[config.mk]
export PLATFORM = sky130hd
export DESIGN_NAME = cgc_ctrl
export DESIGN_NICKNAME = d
export VERILOG_FILES = /design/src/core/cgc_pkg.sv /design/src/core/cgc_ctrl.sv
export SDC_FILE = /design/constraint.sdc
export NUM_CORES = 1
export LEC_CHECK = 0
export BUFFER_PORTS_ARGS = -buffer_cell sky130_fd_sc_hd__buf_2
export CORE_MARGIN = 5
export CORE_UTILIZATION = 55
export CTS_BUF_LIST = sky130_fd_sc_hd__clkbuf_4 sky130_fd_sc_hd__clkbuf_8
export CTS_CLUSTER_DIAMETER = 80
export DETAILED_ROUTE_END_ITERATION = 8
export GPL_TIMING_DRIVEN = 0
export PLACE_DENSITY = 0.88
export SETUP_SLACK_MARGIN = 0.02
export SLEW_MARGIN = 0
export SYNTH_ARGS = -nofsm -noshare
export SYNTH_HDL_FRONTEND = slang
export SYNTH_SLANG_ARGS = --single-unit
[constraint.sdc]
create_clock -name CLK_SYS -period 3.3 [get_ports CLK_SYS]
set_clock_uncertainty 0.2 [all_clocks]
set_input_delay 0.66 -clock CLK_SYS [delete_from_list [all_inputs] [get_ports CLK_SYS]]
set_output_delay 0.66 -clock CLK_SYS [all_outputs]
set_load 0.02 [all_outputs]
[src/core/cgc_pkg.sv]
// Constants, types and register map of the clock generator control registers.
// Assumes a single 200 MHz system clock and an APB master with 32-bit data.
package cgc_pkg;

  // ************************************************************
  // Register map
  // ************************************************************
  localparam logic [7:0] CGC_OFF_SRC_CTL  = 8'h00;
  localparam logic [7:0] CGC_OFF_DIV_CTL  = 8'h04;
  localparam logic [7:0] CGC_OFF_LOOP_CTL = 8'h08;
  localparam logic [7:0] CGC_OFF_STATUS   = 8'h0c;

  // ************************************************************
  // Reset values
  // ************************************************************
  localparam logic [7:0] CGC_RST_SRC_CTL  = 8'h04;
  localparam logic [7:0] CGC_RST_DIV_CTL  = 8'h40;
  localparam logic [7:0] CGC_RST_LOOP_CTL = 8'h00;

  // ************************************************************
  // Field positions of clock_source_control
  // ************************************************************
  localparam int CGC_SCLK_LSB  = 6;
  localparam int CGC_REFDIV_LSB = 3;
  localparam int CGC_REFSEL_BIT = 2;
  localparam int CGC_IRCEN_BIT = 1;
  localparam int CGC_IRSTK_BIT = 0;

  // ************************************************************
  // Field positions of divider_oscillator_control
  // ************************************************************
  localparam int CGC_BUSDIV_LSB = 6;
  localparam int CGC_RANGE_BIT = 5;
  localparam int CGC_GAIN_BIT  = 4;
  localparam int CGC_LPB_BIT   = 3;
  localparam int CGC_XSRC_BIT  = 2;
  localparam int CGC_ERCEN_BIT = 1;
  localparam int CGC_ERSTK_BIT = 0;

  // ************************************************************
  // Loop control and status fields
  // ************************************************************
  localparam int CGC_LOOPSEL_BIT = 0;
  localparam int CGC_STAT_REF    = 0;
  localparam int CGC_STAT_LOCK   = 1;

  // ************************************************************
  // System clock source encodings
  // ************************************************************
  localparam logic [1:0] CGC_SRC_LOOP = 2'h0;
  localparam logic [1:0] CGC_SRC_INT  = 2'h1;
  localparam logic [1:0] CGC_SRC_EXT  = 2'h2;

  localparam int CGC_SYNC_DEPTH = 2;

  typedef enum logic [2:0] {
    CGC_FEI, CGC_FEE, CGC_FBI, CGC_FBE, CGC_PEE, CGC_PBE, CGC_BLPI, CGC_BLPE
  } cgc_mode_t;

  typedef struct packed {
    logic high_range;
    logic high_gain;
    logic osc_request;
  } cgc_osc_ctl_t;

endpackage

[src/core/cgc_ctrl.sv]
// Clock generator control registers: source/divider selection, reference gating and lock.
// Assumes an APB master on CLK_SYS; reference and loop clocks arrive as raw levels.
//
// Contract
// - Source field 00 loop, 01 internal, 10 external; 11 acts as 00.
// - Reference divider divides by two to the field value; resets to 000.
// - Reference divider input is the reference chosen by the select bit.
// - Reference select bit 2 set picks internal, clear picks external reference.
// - Internal output enable bit 1 makes the internal reference output active.
// - In stop, internal reference kept only with stop-keep and enable or FEI/FBI/BLPI.
// - Bus divider divides source by 1, 2, 4, 8; resets to 01.
// - Range bit 5 selects high or low oscillator frequency range.
// - Gain bit 4 selects high-gain or low-power oscillator operation.
// - Low-power bit 3 stops the loop in bypassed modes.
// - Source bit 2 requests crystal oscillator when set, external clock when clear.
// - External output enable bit 1 makes the external reference output active.
// - In stop, external reference kept only with stop-keep and enable or FEE/FBE/PEE/PBE/BLPE.
// - No signal of the generator leaves the chip; all ports are internal.
// - Changing select, loop or reference divider while locked clears lock until reacquired.
// - Reference status follows the select bit only after synchronization.
module cgc_ctrl #(
  parameter int SYNC_DEPTH = cgc_pkg::CGC_SYNC_DEPTH
) (
  // Clock and reset.
  input  wire logic                 CLK_SYS,
  input  wire logic                 RSTN,
  // APB slave.
  input  wire logic                 PSEL,
  input  wire logic                 PENABLE,
  input  wire logic                 PWRITE,
  input  wire logic [7:0]           PADDR,
  input  wire logic [31:0]          PWDATA,
  output logic      [31:0]          PRDATA,
  output logic                      PREADY,
  output logic                      PSLVERR,
  // Raw clocks and lock detect from the analog side.
  input  wire logic                 INT_REF_CLK,
  input  wire logic                 EXT_REF_CLK,
  input  wire logic                 LOOP_CLK,
  input  wire logic                 LOCK_DETECT,
  // Mode sequencer, same clock domain.
  input  wire cgc_pkg::cgc_mode_t   MODE,
  input  wire logic                 STOP_MODE,
  // Controls towards clock tree and oscillator.
  output cgc_pkg::cgc_osc_ctl_t     OSC_CTL,
  output logic                      INTERNAL_REF_CLOCK_OUT_EN,
  output logic                      INTERNAL_REF_RUN,
  output logic                      EXTERNAL_REF_CLOCK_OUT_EN,
  output logic                      EXTERNAL_REF_RUN,
  output logic                      LOOP_EN,
  output logic                      REF_TICK,
  output logic                      SYS_TICK,
  output logic                      LOCK,
  output logic                      REFERENCE_SOURCE_STATUS
);
  import cgc_pkg::*;

  // ************************************************************
  // Elaboration checks
  // ************************************************************
  if (SYNC_DEPTH < 2) begin : g_bad_depth
    $error("SYNC_DEPTH must be at least 2");
  end

  // ************************************************************
  // Input synchronisers and edge detection
  // ************************************************************
  localparam int NSYNC = 4;
  logic [NSYNC-1:0] raw_in;
  logic [NSYNC-1:0] sync_out;
  logic [NSYNC-1:0] prev_q;
  logic [NSYNC-1:0] rise;

  assign raw_in = {LOCK_DETECT, LOOP_CLK, EXT_REF_CLK, INT_REF_CLK};

  for (genvar i = 0; i < NSYNC; i++) begin : g_sync
    logic [SYNC_DEPTH-1:0] chain_q;
    always_ff @(posedge CLK_SYS or negedge RSTN) begin
      if (!RSTN) begin
        chain_q <= '0;
      end else begin
        chain_q <= {chain_q[SYNC_DEPTH-2:0], raw_in[i]};
      end
    end
    assign sync_out[i] = chain_q[SYNC_DEPTH-1];
  end

  always_ff @(posedge CLK_SYS or negedge RSTN) begin
    if (!RSTN) begin
      prev_q <= '0;
    end else begin
      prev_q <= sync_out;
    end
  end

  assign rise = sync_out & ~prev_q;

  logic irc_rise;
  logic erc_rise;
  logic loop_rise;
  logic lock_det_s;
  assign irc_rise   = rise[0];
  assign erc_rise   = rise[1];
  assign loop_rise  = rise[2];
  assign lock_det_s = sync_out[3];

  // ************************************************************
  // APB slave
  // ************************************************************
  logic [7:0] src_ctl_q;
  logic [7:0] div_ctl_q;
  logic [7:0] loop_ctl_q;
  logic       lock_q;
  logic [1:0] stat_sync_q;
  logic       setup;
  logic       wr_en;
  logic       hit;
  logic [7:0] rd_byte;

  assign setup = PSEL && !PENABLE;
  assign wr_en = PSEL && PENABLE && PREADY && PWRITE;
  assign hit   = (PADDR == CGC_OFF_SRC_CTL) || (PADDR == CGC_OFF_DIV_CTL) ||
                 (PADDR == CGC_OFF_LOOP_CTL) || (PADDR == CGC_OFF_STATUS);

  always_comb begin
    case (PADDR)
      CGC_OFF_SRC_CTL:  rd_byte = src_ctl_q;
      CGC_OFF_DIV_CTL:  rd_byte = div_ctl_q;
      CGC_OFF_LOOP_CTL: rd_byte = loop_ctl_q;
      CGC_OFF_STATUS:   rd_byte = {6'h00, lock_q, stat_sync_q[1]};
      default:          rd_byte = 8'h00;
    endcase
  end

  // Ready is raised for exactly the first access cycle, giving zero wait states.
  always_ff @(posedge CLK_SYS or negedge RSTN) begin
    if (!RSTN) begin
      PREADY  <= 1'b0;
      PSLVERR <= 1'b0;
      PRDATA  <= 32'h0000_0000;
    end else begin
      PREADY  <= setup;
      PSLVERR <= setup && !hit;
      if (setup && !PWRITE) begin
        PRDATA <= {24'h00_0000, rd_byte};
      end
    end
  end

  // ************************************************************
  // Control registers
  // ************************************************************
  logic wr_src;
  logic wr_div;
  logic wr_loop;
  assign wr_src  = wr_en && (PADDR == CGC_OFF_SRC_CTL);
  assign wr_div  = wr_en && (PADDR == CGC_OFF_DIV_CTL);
  assign wr_loop = wr_en && (PADDR == CGC_OFF_LOOP_CTL);

  always_ff @(posedge CLK_SYS or negedge RSTN) begin
    if (!RSTN) begin
      src_ctl_q  <= CGC_RST_SRC_CTL;
      div_ctl_q  <= CGC_RST_DIV_CTL;
      loop_ctl_q <= CGC_RST_LOOP_CTL;
    end else begin
      if (wr_src) begin
        src_ctl_q <= PWDATA[7:0];
      end
      if (wr_div) begin
        div_ctl_q <= PWDATA[7:0];
      end
      if (wr_loop) begin
        loop_ctl_q <= {7'h00, PWDATA[CGC_LOOPSEL_BIT]};
      end
    end
  end

  logic [1:0] clk_src;
  logic [2:0] ref_div;
  logic       ref_int_sel;
  logic [1:0] bus_div;
  assign clk_src     = src_ctl_q[CGC_SCLK_LSB +: 2];
  assign ref_div     = src_ctl_q[CGC_REFDIV_LSB +: 3];
  assign ref_int_sel = src_ctl_q[CGC_REFSEL_BIT];
  assign bus_div     = div_ctl_q[CGC_BUSDIV_LSB +: 2];

  // ************************************************************
  // Reference divider
  // ************************************************************
  logic       ref_rise;
  logic [6:0] ref_cnt_q;
  logic [6:0] ref_mask;

  assign ref_rise = ref_int_sel ? irc_rise : erc_rise;
  assign ref_mask = 7'h7f >> (3'd7 - ref_div);

  always_ff @(posedge CLK_SYS or negedge RSTN) begin
    if (!RSTN) begin
      ref_cnt_q <= 7'h00;
      REF_TICK  <= 1'b0;
    end else begin
      REF_TICK <= ref_rise && ((ref_cnt_q & ref_mask) == ref_mask);
      if (ref_rise) begin
        ref_cnt_q <= ref_cnt_q + 7'h01;
      end
    end
  end

  // ************************************************************
  // System clock source and bus divider
  // ************************************************************
  logic       src_rise;
  logic [2:0] bus_cnt_q;
  logic [2:0] bus_mask;

  always_comb begin
    case (clk_src)
      CGC_SRC_INT: src_rise = irc_rise;
      CGC_SRC_EXT: src_rise = erc_rise;
      default:     src_rise = loop_rise;
    endcase
  end

  assign bus_mask = 3'h7 >> (2'd3 - bus_div);

  always_ff @(posedge CLK_SYS or negedge RSTN) begin
    if (!RSTN) begin
      bus_cnt_q <= 3'h0;
      SYS_TICK  <= 1'b0;
    end else begin
      SYS_TICK <= src_rise && ((bus_cnt_q & bus_mask) == bus_mask);
      if (src_rise) begin
        bus_cnt_q <= bus_cnt_q + 3'h1;
      end
    end
  end

  // ************************************************************
  // Reference gating, stop behaviour and oscillator controls
  // ************************************************************
  cgc_mode_t pre_mode_q;
  logic      irc_keep;
  logic      erc_keep;
  logic      bypassed;

  // The mode seen before stop is frozen so stop decisions use it.
  always_ff @(posedge CLK_SYS or negedge RSTN) begin
    if (!RSTN) begin
      pre_mode_q <= CGC_FEI;
    end else if (!STOP_MODE) begin
      pre_mode_q <= MODE;
    end
  end

  assign irc_keep = src_ctl_q[CGC_IRSTK_BIT] && (src_ctl_q[CGC_IRCEN_BIT] ||
                    pre_mode_q inside {CGC_FEI, CGC_FBI, CGC_BLPI});
  assign erc_keep = div_ctl_q[CGC_ERSTK_BIT] && (div_ctl_q[CGC_ERCEN_BIT] ||
                    pre_mode_q inside {CGC_FEE, CGC_FBE, CGC_PEE, CGC_PBE, CGC_BLPE});
  assign bypassed = MODE inside {CGC_FBI, CGC_FBE, CGC_PBE, CGC_BLPI, CGC_BLPE};

  // All controls are internal nets; none is meant for a package pin.
  always_ff @(posedge CLK_SYS or negedge RSTN) begin
    if (!RSTN) begin
      INTERNAL_REF_RUN          <= 1'b1;
      EXTERNAL_REF_RUN          <= 1'b1;
      INTERNAL_REF_CLOCK_OUT_EN <= 1'b0;
      EXTERNAL_REF_CLOCK_OUT_EN <= 1'b0;
      LOOP_EN                   <= 1'b1;
      OSC_CTL                   <= '0;
    end else begin
      INTERNAL_REF_RUN <= !STOP_MODE || irc_keep;
      EXTERNAL_REF_RUN <= !STOP_MODE || erc_keep;
      INTERNAL_REF_CLOCK_OUT_EN <= src_ctl_q[CGC_IRCEN_BIT] &&
                                   (!STOP_MODE || irc_keep);
      EXTERNAL_REF_CLOCK_OUT_EN <= div_ctl_q[CGC_ERCEN_BIT] &&
                                   (!STOP_MODE || erc_keep);
      LOOP_EN <= !STOP_MODE && !(div_ctl_q[CGC_LPB_BIT] && bypassed);
      OSC_CTL.high_range  <= div_ctl_q[CGC_RANGE_BIT];
      OSC_CTL.high_gain   <= div_ctl_q[CGC_GAIN_BIT];
      OSC_CTL.osc_request <= div_ctl_q[CGC_XSRC_BIT];
    end
  end

  // ************************************************************
  // Lock indication and reference status
  // ************************************************************
  logic loop_chg;
  logic relock_wait_q;

  assign loop_chg = (wr_src && ((PWDATA[CGC_REFSEL_BIT] != ref_int_sel) ||
                    (PWDATA[CGC_REFDIV_LSB +: 3] != ref_div))) ||
                    (wr_loop && (PWDATA[CGC_LOOPSEL_BIT] != loop_ctl_q[CGC_LOOPSEL_BIT]));

  // A change forces a wait for the detector to drop and rise again; the change wins.
  always_ff @(posedge CLK_SYS or negedge RSTN) begin
    if (!RSTN) begin
      relock_wait_q <= 1'b0;
      lock_q        <= 1'b0;
    end else begin
      if (loop_chg && lock_q) begin
        relock_wait_q <= 1'b1;
      end else if (!lock_det_s) begin
        relock_wait_q <= 1'b0;
      end
      lock_q <= lock_det_s && !relock_wait_q && !(loop_chg && lock_q);
    end
  end

  always_ff @(posedge CLK_SYS or negedge RSTN) begin
    if (!RSTN) begin
      stat_sync_q <= {2{CGC_RST_SRC_CTL[CGC_REFSEL_BIT]}};
      LOCK        <= 1'b0;
    end else begin
      stat_sync_q <= {stat_sync_q[0], ref_int_sel};
      LOCK        <= lock_q;
    end
  end

  assign REFERENCE_SOURCE_STATUS = stat_sync_q[1];
endmodule

# Yosys cells after proc, flatten, opt, wreduce, memory -nomap -nowiden
# Index checks and enable logic that the tools add are counted.
dict set report op_classes {
  bitwise_logic 4
  addsub 4
  n_shift 2
  eq_ne 23
  n_reduce_logical 43
  n_mux 5
}
# cell count
set ops {}
lappend ops {{$pmux 8 s4} 1}
lappend ops {{$logic_and 1x1->1} 22}
lappend ops {{$eq 3x3->1 const B} 7}
lappend ops {{$eq 8x4->1 const B} 2}
lappend ops {{$eq 3x2->1 const B} 4}
lappend ops {{$reduce_bool 5->1} 2}
lappend ops {{$logic_or 1x1->1} 9}
lappend ops {{$eq 8x3->1 const B} 1}
lappend ops {{$logic_not 8->1} 1}
lappend ops {{$add 7x1->7 const B} 1}
lappend ops {{$and 7x7->7} 1}
lappend ops {{$eq 7x7->1} 1}
lappend ops {{$logic_not 1->1} 7}
lappend ops {{$shr 7x3->7 const A} 1}
lappend ops {{$and 3x3->3} 2}
lappend ops {{$add 3x1->3 const B} 1}
lappend ops {{$eq 3x1->1 const B} 1}
lappend ops {{$eq 3x3->1} 1}
lappend ops {{$logic_not 3->1} 1}
lappend ops {{$mux 1} 3}
lappend ops {{$ne 3x3->1} 1}
lappend ops {{$not 3->3} 1}
lappend ops {{$reduce_bool 3->1} 1}
lappend ops {{$shr 3x2->3 const A} 1}
lappend ops {{7 further kinds} 8}
dict set report word_totals {
  inputBits 53
  regBits 66
}

# Longest topological paths before layout
dict set report depth {
  depth_word 9
  depth_mapped 6
}

# Worst setup path after synthesis
# Ideal clock, no wire load.
dict set report synth_path {
  kind {input -> register}
  from {input port PADDR[5]}
  to {register div_ctl_q[0]}
  path_stages 5
  required_time_ns 2.975
  slack_ns 0.611
  setup_ns 0.125
  t_arrival_ns 2.364
  path_buffers 1
  cell_sequence {or4_4 or4_1 clkbuf_2 nor3_4 mux2_2}
}
dict set report synth_via {
  elab_chain_len 2
}
# item line
set synth_lines {}
lappend synth_lines {{from (decl)} cgc_ctrl.sv:31} ;# input wire logic [7:0] PADDR,
lappend synth_lines {{$eq 8x3->1} cgc_ctrl.sv:157} ;# assign wr_div = wr_en && (PADDR == CGC_OFF_DIV_CTL);
lappend synth_lines {{$logic_and 1x1->1} cgc_ctrl.sv:157}
lappend synth_lines {{to (signal assigned)} cgc_ctrl.sv:170} ;# div_ctl_q <= PWDATA[7:0];
lappend synth_lines {{to (decl)} cgc_ctrl.sv:111} ;# logic [7:0] div_ctl_q;
# Every way passes these cells.
# A chain may end at the register's enable or synchronous reset.

# Final worst setup path
dict set report layout_path {
  from {input port PADDR[5]}
  to {register src_ctl_q[4]}
}
dict set report layout_via {
  elab_chain_len 2
}
# item line
set layout_lines {}
lappend layout_lines {{$logic_not 8->1} cgc_ctrl.sv:156} ;# assign wr_src = wr_en && (PADDR == CGC_OFF_SRC_CTL);
lappend layout_lines {{$logic_and 1x1->1} cgc_ctrl.sv:156}
lappend layout_lines {{to (signal assigned)} cgc_ctrl.sv:167} ;# src_ctl_q <= PWDATA[7:0];
lappend layout_lines {{to (decl)} cgc_ctrl.sv:110} ;# logic [7:0] src_ctl_q;
# Every way passes these cells.

==> results.py <==
metrics = {
    "run_status": {
        "status": "completed",
    },
    "sta": {
        "slew_violations": 0,
        "worst_pin_slew_ns": 0.7951,
        "maxSlewHeadroom_pct": 47.00,
        "rsz0062_at_grt": "no",
        "period_minus_slack_ns": 2.703,
        "fin_crit_sh_pct": 81.90,
        "postLayoutSetupSlackWorst_ns": 0.5972,
        "final.setup.tns_ns": 0,
        "max_freq_mhz": 370.0,
        "hold_viol": 0,
        "finalSetupViolCount": 0,
    },
    "synthesis": {
        "netlist_area_um2": 2848,
        "synthArstFlopShare_pct": 100.0,
        "syn_area_per_cell_um2": 12.60,
        "synth-xor-area-share_pct": 3.998,
        "synth_area_leaders": "dfrtp_1 (52%), mux2_2 (8.7%), dfstp_2 (6.5%)",
        "synth_fa_ha_area_share_pct": 1.757,
        "syn_inst": 226,
        "synth_top_area_share_pct": 51.85,
        "ys_seq_elements": 66,
        "yosysSeqAreaShare_pct": 58.30,
        "synth_ff_type": "dfrtp_1",
        "synthSimpleGateAreaFrac_pct": 8.963,
        "synth_enable_flop_cells": 0,
        "yosysWarnings": 0,
        "yosysTopAreaCell": "dfrtp_1",
        "synth_top_family_by_area": "multiplexers",
        "yosysUniqueCellTypes": 38,
        "synth_compound_area_share_pct": 6.810,
        "synthMuxAreaShare_pct": 11.95,
    },
    "clocking": {
        "clk_latency_ns": 0.34,
        "root_buffer": "clkbuf_8",
        "cts_max_level": 3,
        "clock_path_buffers": 2,
        "cts_tree": "built",
        "clk_pin_slew_ns": 0.06,
        "postCtsSetupRepairBufs": 0,
        "cts_buffers": 9,
        "cts.repair.resized": 0,
        "cts.sinks": 66,
        "ctsHoldBuffers": 0,
    },
    "die": {
        "core_um2": 5075,
        "rows": 26,
        "pin_count": 99,
        "die_h_um": 81.96,
        "start_util_pct": 56.11,
        "dieWidth_um": 81.96,
        "dieArea_um2": 6717,
    },
    "worst_setup_path": {
        "end_kind": "register",
        "required_ns": 3.32,
        "critPathMaxFanout": 8,
        "r2r_slack_ns": 1.39,
        "cp.arrival_ns": 2.72,
        "cp-start-kind": "primary input",
        "crit_type": "in -> reg",
    },
    "global_route": {
        "grt_pass1_wl_um": 8742,
        "overflow": 0,
        "grt_pass1_vias": 1883,
        "grt.total_usage_pct": 18.01,
        "grt_max_degree": 67,
        "antenna_found_initial": 0,
    },
    "final_layout": {
        "nets": 365,
        "nFillCells": 371,
        "layout_commonest_cell": "dfrtp_1",
        "antenna_cells": 0,
        "layout_common_cells": "dfrtp_1 (59), buf_2 (47), buf_4 (25)",
        "area_delta_synth_final_pct": 21.53,
        "fin_area_um2": 3461,
        "drive_gt1_share_pct": 38.66,
    },
    "placed_design": {
        "dp_slack_ns": 0.2418,
        "dpl.hpwl_um": 3988,
        "port_buffers": 48,
        "place_area_um2": 3262,
        "gp_congestion": 0.7311,
    },
    "route": {
        "wl_per_cell_um": 14.10,
        "first_pass_iters": 4,
        "drt-initial-drc-count": 108,
        "drc": 0,
        "num_vias": 1859,
        "viasPerCell": 4.854,
        "routed_wirelength_um": 5401,
        "ant_nets": 0,
    },
    "run": {
        "maxCapViolCount": 0,
    },
    "pwr": {
        "vdd_drop_max_uv": 296.3,
        "powerDensity_nw_per_um2": 525.0,
        "leakagePower_nw": 1.760,
    },
    "hold_path": {
        "min_path_type": "reg -> reg",
    },
}
per-stage QoR:
step | hold WS (ns) | util [%] | power, mW | cells
4_1_cts | 0.1515 | 68.15 | 1.840 | 383
5_1_grt | 0.1525 | 68.20 | 1.922 | 383
6_report | 0.1502 | 68.20 | 1.817 | 383
2_1_floorplan | 0.1312 | - | 1.113 | 249
3_5_place_dp | 0.1356 | 64.28 | 1.190 | 367
3_3_place_gp | 0.1340 | 64.28 | 1.177 | 367
power by group:
group	switching [mW]	internal [mW]	leakage, nW	total (mW)
clock	0.281	0.361	0.106	0.641
sequential	0.0714	0.882	0.839	0.953
combinational	0.113	0.110	0.815	0.223
total	0.465	1.35	1.76	1.82
path summary, 6_finish.rpt:
kind | from | end | cells past startpoint
setup / recovery | PADDR[5] | src_ctl_q[4]$_DFFE_PN0P_ | 5
hold / removal | g_sync[3].chain_q[0]$_DFF_PN0_ | g_sync[3].chain_q[1]$_DFF_PN0_ | 0
setup reg to reg | PREADY$_DFF_PN0_ | src_ctl_q[4]$_DFFE_PN0P_ | 4
hold reg to reg | g_sync[3].chain_q[0]$_DFF_PN0_ | g_sync[3].chain_q[1]$_DFF_PN0_ | 0
max in group asynchronous | RSTN | src_ctl_q[6]$_DFFE_PN0P_ | 1
min in group asynchronous | RSTN | div_ctl_q[1]$_DFFE_PN0P_ | 1
worst max-delay path: stages:
cell and delay, ns:
buf_2 0.10, or4_4 0.52, nor3_1 0.51, nand3_1 0.51
mux2_2 0.42
area by class of cell:
cell class / count / area (um2) / share of cell area (%)
flip-flops and latches: 66 / 1660 / 47.98
multi-input cells: 146 / 1044 / 30.15
repair buffers: 48 / 242.7 / 7.014
plain buffers: 29 / 200.2 / 5.785
clock buffers: 14 / 186.4 / 5.387
well taps: 70 / 87.58 / 2.531
inverters: 8 / 30.03 / 0.8677
clock inverters: 2 / 10.01 / 0.2892
registers in the layout, indices dropped and copies added (netlist names), 2 cells and up:
| register | cells |
|---|---|
| pre_mode_q | 3 |
| div_ctl_q | 8 |
| OSC_CTL | 3 |
| g_sync.chain_q | 8 |
| stat_sync_q | 2 |
| src_ctl_q | 8 |
| bus_cnt_q | 3 |
| PRDATA | 8 |
| prev_q | 3 |
| ref_cnt_q | 7 |
kinds of logic after synthesis:
logic type      count (synthesis)
compound gates                 30
xor+xnor                       13
fa+ha+maj                       4
buf+inv                        37
flops                          66
mux                            30
other cells                     1
simple gates                   45
layer usage:
layer	part of all wire [%]	vias to the layer above	GRT usage (%)
met1	41	890	21.51
met3	8.1	8	6.031
li1	-	903	-
met4	1.4	0	8.472
met2	50	58	29.32
met5	0	-	0
cell usage after synthesis (all sizes together) (2+ instances only):
library cell,number
ha,4
mux2i,7
nand3b,3
a21boi,2
nor2,5
buf,24
nand3,3
inv,8
xnor2,8
nand2,12
nand4,5
xor2,5
mux2,22
o211ai,2
nor2b,2
o21ai,10
o31ai,6
dfrtp,59
clkbuf,5
a21oi,5
nand2b,5
dfstp,7
or4,2
and3,3
nor3,3
(Power assumes the default switching activity.)
